==> src/inc/sldf_pkg.sv <==
// Constants and types shared by the serial loop DAC front end.
// Assumes a single system clock; all link pins are sampled on it.
package sldf_pkg;
  // Code word and framed-mode bit timing, counted in link clocks
  localparam int WORD_W = 16;
  localparam int CELL_CLKS = 16;
  localparam int START_CHECK = 8;
  localparam int FIRST_SAMPLE = 24;
  localparam int STOP_SAMPLE = FIRST_SAMPLE + WORD_W * CELL_CLKS;
  localparam int CNT_W = 9;
  // Link clocks with the load line high before framed mode is taken
  localparam int MODE_EDGES = 16;
  localparam int MODE_W = 5;
  localparam logic [WORD_W-1:0] CODE_RESET = 16'h0000;
  // Modulator update divider and integrator width
  localparam int MOD_DIV = 4;
  localparam int INT_W = 24;
  // Bit positions of the synchronised pin vector
  localparam int PIN_SCLK = 0;
  localparam int PIN_SDIN = 1;
  localparam int PIN_LOAD = 2;
  localparam int PIN_CLR = 3;
  localparam int PIN_FLT = 4;
  localparam int PIN_N = 5;
  typedef enum logic [1:0] {
    RX_IDLE = 2'b00,
    RX_START = 2'b01,
    RX_BITS = 2'b11
  } sldf_rx_state_t;
endpackage

==> src/inc/sldf_rx_if.sv <==
// Carrier between the front end core and its framed-word receiver.
// Assumes both ends run on the same system clock.
`timescale 1ns/100ps
interface sldf_rx_if;
  import sldf_pkg::*;
  logic en;
  logic tick;
  logic din;
  logic load;
  logic err;
  logic [WORD_W-1:0] word;
  modport rx (input en, input tick, input din, output load, output err, output word);
  modport core (output en, output tick, output din, input load, input err, input word);
endinterface

==> src/rtl/sldf_async_rx.sv <==
// Framed asynchronous word receiver of the serial loop DAC front end.
// Assumes tick is a one-cycle pulse per rising link clock edge and din
// is already synchronised.
`timescale 1ns/100ps
module sldf_async_rx (
  input wire logic clock,
  input wire logic rstn,
  sldf_rx_if.rx bus
);
  import sldf_pkg::*;
  localparam logic [CNT_W-1:0] C_CHK = CNT_W'(START_CHECK);
  localparam logic [CNT_W-1:0] C_FIRST = CNT_W'(FIRST_SAMPLE);
  localparam logic [CNT_W-1:0] C_STOP = CNT_W'(STOP_SAMPLE);
  localparam logic [3:0] PHASE = 4'(FIRST_SAMPLE % CELL_CLKS);
  sldf_rx_state_t st, next_st;
  logic [CNT_W-1:0] cnt, next_cnt, cnt_n;
  logic [WORD_W-1:0] sh, next_sh;
  logic load, next_load, err, next_err;

  // Clock zero is the first tick that sees the start bit low
  always_comb begin
    next_st = st;
    next_cnt = cnt;
    next_sh = sh;
    next_load = 1'b0;
    next_err = err;
    cnt_n = cnt + 1'b1;
    if (bus.tick) begin
      next_err = 1'b0; // error lasts one link clock period
    end
    if (!bus.en) begin
      next_st = RX_IDLE;
      next_err = 1'b0;
    end else if (bus.tick) begin
      case (st)
        RX_IDLE: begin
          if (!bus.din) begin
            next_st = RX_START;
            next_cnt = '0;
          end
        end
        RX_START: begin
          next_cnt = cnt_n;
          // Mid-cell recheck rejects glitches on an idle line
          if (cnt_n == C_CHK) begin
            next_st = bus.din ? RX_IDLE : RX_BITS;
          end
        end
        RX_BITS: begin
          next_cnt = cnt_n;
          if (cnt_n == C_STOP) begin
            next_st = RX_IDLE;
            if (bus.din) begin
              next_load = 1'b1; // good frame makes the load strobe
            end else begin
              next_err = 1'b1; // bad stop bit: flag, no update
            end
          end else if (cnt_n >= C_FIRST && cnt_n[3:0] == PHASE) begin
            next_sh = {sh[WORD_W-2:0], bus.din}; // MSB at 24, then every 16
          end
        end
        default: next_st = RX_IDLE;
      endcase
    end
  end

  always_ff @(posedge clock or negedge rstn) begin
    if (!rstn) begin
      st <= RX_IDLE;
      cnt <= '0;
      sh <= '0;
      load <= 1'b0;
      err <= 1'b0;
    end else begin
      st <= next_st;
      cnt <= next_cnt;
      sh <= next_sh;
      load <= next_load;
      err <= next_err;
    end
  end

  assign bus.load = load;
  assign bus.err = err;
  assign bus.word = sh;
endmodule

==> src/rtl/sldf_mod2.sv <==
// Second-order one-bit modulator of the serial loop DAC front end.
// Assumes code is a registered straight binary value on the same clock.
`timescale 1ns/100ps
module sldf_mod2 #(
  parameter int DIV = sldf_pkg::MOD_DIV,
  parameter int IW = sldf_pkg::INT_W
) (
  input wire logic clock,
  input wire logic rstn,
  input wire logic [sldf_pkg::WORD_W-1:0] code,
  output logic pdm
);
  import sldf_pkg::*;
  localparam logic signed [IW+1:0] FB = (IW+2)'(1 << WORD_W);
  localparam logic signed [IW+1:0] LIM = (IW+2)'(1 << (IW - 2));
  logic [7:0] div, next_div;
  logic en;
  logic signed [IW-1:0] i1, i2, next_i1, next_i2;
  logic next_pdm;
  logic signed [IW+1:0] x, fb;

  // Saturation keeps a large step from wrapping an integrator
  function automatic logic signed [IW-1:0] sat(input logic signed [IW+1:0] v);
    if (v > LIM) begin
      return IW'(LIM);
    end else if (v < -LIM) begin
      return IW'(-LIM);
    end
    return IW'(v);
  endfunction

  // Update enable from the divider, then two integrators in cascade
  always_comb begin
    next_div = div;
    en = (div == 8'(DIV - 1));
    next_div = en ? 8'h00 : div + 8'h01;
    x = $signed({{(IW+2-WORD_W){1'b0}}, code});
    fb = pdm ? FB : '0;
    next_i1 = i1;
    next_i2 = i2;
    next_pdm = pdm;
    if (code == CODE_RESET) begin
      // Idle at zero so the bottom of range has no stray pulses
      next_i1 = '0;
      next_i2 = '0;
      next_pdm = 1'b0;
    end else if (en) begin
      next_i1 = sat((IW+2)'(i1) + x - fb);
      next_i2 = sat((IW+2)'(i2) + (IW+2)'(next_i1) - fb);
      next_pdm = (next_i2 > 0);
    end
  end

  always_ff @(posedge clock or negedge rstn) begin
    if (!rstn) begin
      div <= 8'h00;
      i1 <= '0;
      i2 <= '0;
      pdm <= 1'b0;
    end else begin
      div <= next_div;
      i1 <= next_i1;
      i2 <= next_i2;
      pdm <= next_pdm;
    end
  end
endmodule

==> src/rtl/sldf_top.sv <==
// Digital front end of a 16-bit current-loop DAC: serial input,
// holding latch, open-drain loop fault and one-bit modulator.
// Assumes every pin input is asynchronous to clock; the link clock
// is sampled, not used as a clock.
`timescale 1ns/100ps
// Summary of operation
// - Three-wire: shift one data bit per clock
// - Load strobe moves shift register to latch
// - Serial output passes data down the chain
// - Load held high selects framed mode
// - Framed word with stop bit loads latch
// - Framing error gives pulse on serial output
// - Second-order modulator makes one-bit stream
// - Loop fault is open-drain active low
// - Latch holds a sixteen bit code
// - Straight binary, zero is range bottom
// - Sixteen clocks per cell, MSB at 24
// - Bad stop: no update, one-clock pulse
// - Clear forces minimum, input register kept
// - Three-wire transfer on load rising edge
module sldf_top (
  input wire logic clock,
  input wire logic rstn,
  input wire logic sclk,
  input wire logic sdin,
  input wire logic latch,
  input wire logic clear,
  input wire logic loop_fault,
  output logic sdout,
  output logic fault_n_o,
  output logic fault_n_oe,
  output logic pdm_out,
  output logic [sldf_pkg::WORD_W-1:0] dac_code,
  output logic async_mode
);
  import sldf_pkg::*;

  logic [PIN_N-1:0] meta, next_meta;
  logic [PIN_N-1:0] pins, next_pins;
  logic sclk_d, next_sclk_d;
  logic latch_d, next_latch_d;
  logic tick, latch_rise;
  logic sclk_s, din_s, latch_s, clear_s, fault_s;
  logic [MODE_W-1:0] mode_cnt, next_mode_cnt;
  logic next_async;
  logic [WORD_W-1:0] sreg, next_sreg;
  logic [WORD_W-1:0] code, next_code;
  logic next_sdout;
  logic next_fault_oe;

  sldf_rx_if rx ();

  // Two-stage synchronisers; the first stage feeds only the second
  always_comb begin
    next_meta = {loop_fault, clear, latch, sdin, sclk};
    next_pins = meta;
    next_sclk_d = pins[PIN_SCLK];
    next_latch_d = pins[PIN_LOAD];
  end

  always_ff @(posedge clock or negedge rstn) begin
    if (!rstn) begin
      meta <= '0;
      pins <= '0;
      sclk_d <= 1'b0;
      latch_d <= 1'b0;
    end else begin
      meta <= next_meta;
      pins <= next_pins;
      sclk_d <= next_sclk_d;
      latch_d <= next_latch_d;
    end
  end

  // Clean pin levels and one-cycle edge pulses
  assign sclk_s = pins[PIN_SCLK];
  assign din_s = pins[PIN_SDIN];
  assign latch_s = pins[PIN_LOAD];
  assign clear_s = pins[PIN_CLR];
  assign fault_s = pins[PIN_FLT];
  assign tick = sclk_s & ~sclk_d;
  assign latch_rise = latch_s & ~latch_d;

  // Mode: framed only after the load line stays high across many
  // link clocks; a three-wire host never clocks with load high
  always_comb begin
    next_mode_cnt = mode_cnt;
    if (!latch_s) begin
      next_mode_cnt = '0; // any low on the load line means three-wire
    end else if (tick && mode_cnt != MODE_W'(MODE_EDGES)) begin
      next_mode_cnt = mode_cnt + 1'b1;
    end
    next_async = latch_s && (next_mode_cnt == MODE_W'(MODE_EDGES));
  end

  always_ff @(posedge clock or negedge rstn) begin
    if (!rstn) begin
      mode_cnt <= '0;
      async_mode <= 1'b0;
    end else begin
      mode_cnt <= next_mode_cnt;
      async_mode <= next_async;
    end
  end

  // Input shift register; clear leaves it alone
  always_comb begin
    next_sreg = sreg;
    if (tick && !async_mode) begin
      next_sreg = {sreg[WORD_W-2:0], din_s}; // one bit per link clock
    end
  end

  always_ff @(posedge clock or negedge rstn) begin
    if (!rstn) begin
      sreg <= '0;
    end else begin
      sreg <= next_sreg;
    end
  end

  // Holding latch; clear wins over any load in the same cycle
  always_comb begin
    next_code = code;
    if (clear_s) begin
      next_code = CODE_RESET; // force range minimum and keep it
    end else if (!async_mode && latch_rise) begin
      next_code = sreg; // parallel load on load-line rise
    end else if (async_mode && rx.load) begin
      next_code = rx.word; // good frame updates the latch
    end
  end

  always_ff @(posedge clock or negedge rstn) begin
    if (!rstn) begin
      code <= CODE_RESET;
    end else begin
      code <= next_code; // full sixteen bit code held
    end
  end

  // Serial output is the chain bit or, in framed mode, the error flag.
  // It lags the shift by one system clock, far inside a link period.
  always_comb begin
    if (async_mode) begin
      next_sdout = rx.err; // framing error pulse
    end else begin
      next_sdout = sreg[WORD_W-1]; // bit leaving the MSB stage
    end
    next_fault_oe = fault_s; // pull the shared line low on fault
  end

  always_ff @(posedge clock or negedge rstn) begin
    if (!rstn) begin
      sdout <= 1'b0;
      fault_n_oe <= 1'b0;
    end else begin
      sdout <= next_sdout;
      fault_n_oe <= next_fault_oe;
    end
  end

  // Open-drain: only ever drives low, a pull-up gives the high
  assign fault_n_o = 1'b0;
  assign dac_code = code;

  // Receiver only listens while framed mode is selected
  assign rx.en = async_mode;
  assign rx.tick = tick;
  assign rx.din = din_s;

  sldf_async_rx u_rx (
    .clock(clock),
    .rstn(rstn),
    .bus(rx)
  );

  sldf_mod2 #(
    .DIV(MOD_DIV),
    .IW(INT_W)
  ) u_mod (
    .clock(clock),
    .rstn(rstn),
    .code(code),
    .pdm(pdm_out)
  );
endmodule

==> config.mk <==
export PLATFORM = sky130hd
export DESIGN_NAME = sldf_top
export DESIGN_NICKNAME = d
export VERILOG_FILES = /design/src/inc/sldf_pkg.sv /design/src/inc/sldf_rx_if.sv /design/src/rtl/sldf_async_rx.sv /design/src/rtl/sldf_mod2.sv /design/src/rtl/sldf_top.sv
export SDC_FILE = /design/constraint.sdc
export NUM_CORES = 1
export LEC_CHECK = 0
export CORE_ASPECT_RATIO = 1.2
export CORE_MARGIN = 2
export CORE_UTILIZATION = 59
export DETAILED_ROUTE_END_ITERATION = 16
export DONT_BUFFER_PORTS = 1
export GPL_TIMING_DRIVEN = 0
export PLACE_DENSITY = 0.78
export RECOVER_POWER = 50
export SLEW_MARGIN = 15
export SYNTH_ARGS = -nofsm -noshare
export SYNTH_HDL_FRONTEND = slang
export SYNTH_SLANG_ARGS = --single-unit
export TNS_END_PERCENT = 1
==> constraint.sdc <==
create_clock -name clock -period 8 [get_ports clock]
set_input_delay 0.8 -clock clock [delete_from_list [all_inputs] [get_ports clock]]
set_output_delay 0.8 -clock clock [all_outputs]
set_load 0.02 [all_outputs]
==> reports/metrics.yaml <==
clocking:
  cts_max_level: 4
  clkSlewWorstSetupHoldPaths_ns: 0.07
  tritoncts: "done"
  cts_sinks: 138
  clockRootBuffer: "clkbuf_16"
  clk_latency_ns: 0.42
  clock_path_buffers: 2
  cts_hold_buf: 0
  cts_buffers: 17
setup_path:
  worstReg2RegEnd: "u_mod.i2[4]"
  worstReg2RegStart: "dac_code[9]"
  cp-end-kind: "register"
  rrSetupSlack_ns: -0.99
  critPathMaxStageDelay_ns: 0.56
  cp.required_ns: 8.36
  cp_slowest_cell: "or4b_4"
  crit_type: "register to register"
  arrival_ns: 9.35
  worst_setup_path_start_kind: "register"
  path_max_fanout: 8
  r2r.worst_path.cells: 38
floorplanning:
  die_w_um: 118
  die_area_um2: 16500
  ios: 28
  coreArea_um2: 15100
  start_util: 0.605
  rows: 49
  fp.dieH_um: 140
timing:
  maxSlewViolCount: 0
  setup_viol: 23
  finClkSkew_ns: 0.00897
  final_hold_viol_count: 0
  tightest_slew_ns: 0.952
  holdWs_ns: 0.0698
  rsz0062_at_grt: "yes"
  setup_slack_ns: -0.990
  fin_crit_sh: 1.12
  clock.fmax_mhz: 111
  fin_crit_ns: 8.99
  relSlewSlack: 0.361
place:
  place_congestion: 0.945
  dp_hpwl_mm: 16.1
  io_buffers: 0
yosys:
  synth_top_area_frac: 0.378
  ys.flop_type: "dfrtp_1"
  yosysWarnings: 0
  synthArstFlopShare: 1.00
  syn-num-nets: 1032
  synth_area_leader_cell: "dfrtp_1"
  ys_types: 91
  synthTopCellsByArea: "dfrtp_1, ha_1, mux2_2, nand2_1, o21ai_0"
  syn_area_per_cell_um2: 9.36
  syn_inst: 976
  synth_seq_area_share: 0.378
  ys_ff_latch: 138
  syn-cell-area_um2: 9130
  synth_edf_count: 0
outcome:
  outcome: "finished, violations left"
  violations: "setup timing"
grt:
  grt_pass1_wl_mm: 37.9
  grt_pass1_vias: 7839
  track_usage: 0.282
  grt_max_degree: 139
  gr-total-overflow: 0
  antenna_found_initial: 0
detailed_routing:
  drt_iter0_markers: 660
  post-route-drc-count: 0
  route.vias.total: 7905
  ant_nets: 0
  drt-wirelength-per-cell_um: 18.6
  vias_per_cell: 6.44
  drt-pass1-iter-count: 7
  wl_mm: 22.9
final_layout:
  layout_commonest_cell: "dfrtp_1"
  syn_to_final_growth_pct: 14.5
  final_cell_mix: "dfrtp_1, nand2_1, nor2_1"
  nets: 1066
  drive_above_1_share: 0.189
  diodes: 0
power:
  p_per_area_nw_per_um2: 233
  power.total_mw: 2.44
  vdd_drop_max_mv: 0.179
  p_leak_nw: 4.61
job:
  cap_violations: 0
hold_path:
  hold_path.class: "input port to asynchronous set/reset pin"
-- worst max-delay path by stage --
stage | start | to | cells after the start
2_1_floorplan | dac_code[9] | u_mod.i2[11] | 38
3_3_place_gp | dac_code[0] | u_mod.i2[6] | 41
3_5_place_dp | dac_code[0] | u_mod.i2[5] | 41
4_1_cts | dac_code[9] | u_mod.i2[15] | 38
5_1_grt | dac_code[9] | u_mod.i2[1] | 39
6_report | dac_code[9] | u_mod.i2[4] | 38
-- report_power, final --
part           leakage [nW]  internal [mW]  total [mW]  switching [mW]
logic                  2.50          0.363       0.872           0.509
registers              1.85          0.755       0.818          0.0626
clock network         0.269          0.408       0.748           0.340
total                  4.61           1.53        2.44           0.911
-- what timing repair did --
action	CTS	global route
setup buffers	15	0
gates resized for setup	53	11
pin swaps	15	5
setup endpoints to repair	25	25
endpoints found under the hold margin	0	0
gates cloned	2	0
-- worst max-delay path, delay by kind of cell, from the launching register on --
family	cells	cell delay, ns
compound gates	13	2.56
xor+xnor	2	0.24
fa+ha+maj	4	1.25
buf+inv	4	0.61
flops	1	0.49
simple gates	15	3.75
-- through the flow --
stage               setup WS (ns)  utilization  setup TNS [ns]  instances  cell area, µm²
floorplan                  -0.151            -           -2.81        976            9250
global placement            -1.42        0.630          -31.22       1180            9500
detailed placement          -1.53        0.630          -34.02       1180            9510
CTS                        -0.819        0.690          -17.64       1227           10400
global route                -1.36        0.693          -30.42       1227           10500
finish                     -0.990        0.693          -21.35       1227           10500
-- cells in the mapped netlist (3+ instances only) --
library cell  number
mux2_2            36
buf_6              5
dfrtp_1          138
o2111a_1           3
a21oi_1           47
nand4b_1           4
and2_1            10
a2111oi_0          3
a311o_1            3
o21ai_0           59
nand3_1           32
o21ai_1            4
o211ai_1          11
buf_2              7
clkbuf_1          32
inv_1             26
a22o_1             6
a32o_2            10
and4_1             6
ha_1              47
a21boi_0           5
or3_1              6
nand2_1          101
mux2i_1           18
a211oi_1          12
xnor2_1           29
xor2_1            20
nor2_1            71
nor2b_1           11
nor4_1            11
nor3_1            25
nand4_1           10
o2111ai_1          5
nor3b_1            3
a31oi_1            5
a32o_1             8
nand2b_1          12
or2_2              7
o31ai_1           23
a21o_1            19
and3_1            14
o41ai_1            4
o22ai_1            4
-- cells by family after synthesis --
logic type                 count (synthesis)  share of synthesized area
and+or+nand+nor                          345                      0.190
other                                      1                   0.000411
buffers and inverters                     71                     0.0347
xor gates and xnor gates                  49                     0.0470
muxes                                     54                     0.0641
adders and majority gates                 49                     0.0688
DFF                                      138                      0.378
AOI/OAI and AO/OA                        269                      0.217
-- layout make-up --
type	count	area, µm²
buffer	43	246
clock buffer	17	425
clock inverter	15	130
fill	1143	4620
inverter	26	97.6
multi-input combinational	767	5710
sequential	138	3470
tap	204	255
timing repair buffer	17	131
-- layer usage --
| layer | up-vias | GRT usage | part of all wire |
|---|---|---|---|
| met3 | 82 | 0.0525 | 0.056 |
| met4 | 0 | 0.126 | 0.039 |
| met2 | 279 | 0.488 | 0.49 |
| met1 | 3817 | 0.346 | 0.41 |
| met5 | - | 0 | 0 |
| li1 | 3727 | - | - |
-- flip-flops by register name (all words and copies together), names as in the netlist, 2 cells and up --
name,flops
dac_code,16
meta,5
mode_cnt,5
pins,5
sreg,16
u_mod.div,8
u_mod.i1,24
u_mod.i2,24
u_rx.bus.word,16
u_rx.cnt,9
u_rx.st,2
No activity file was read; power rests on OpenSTA's default activity.
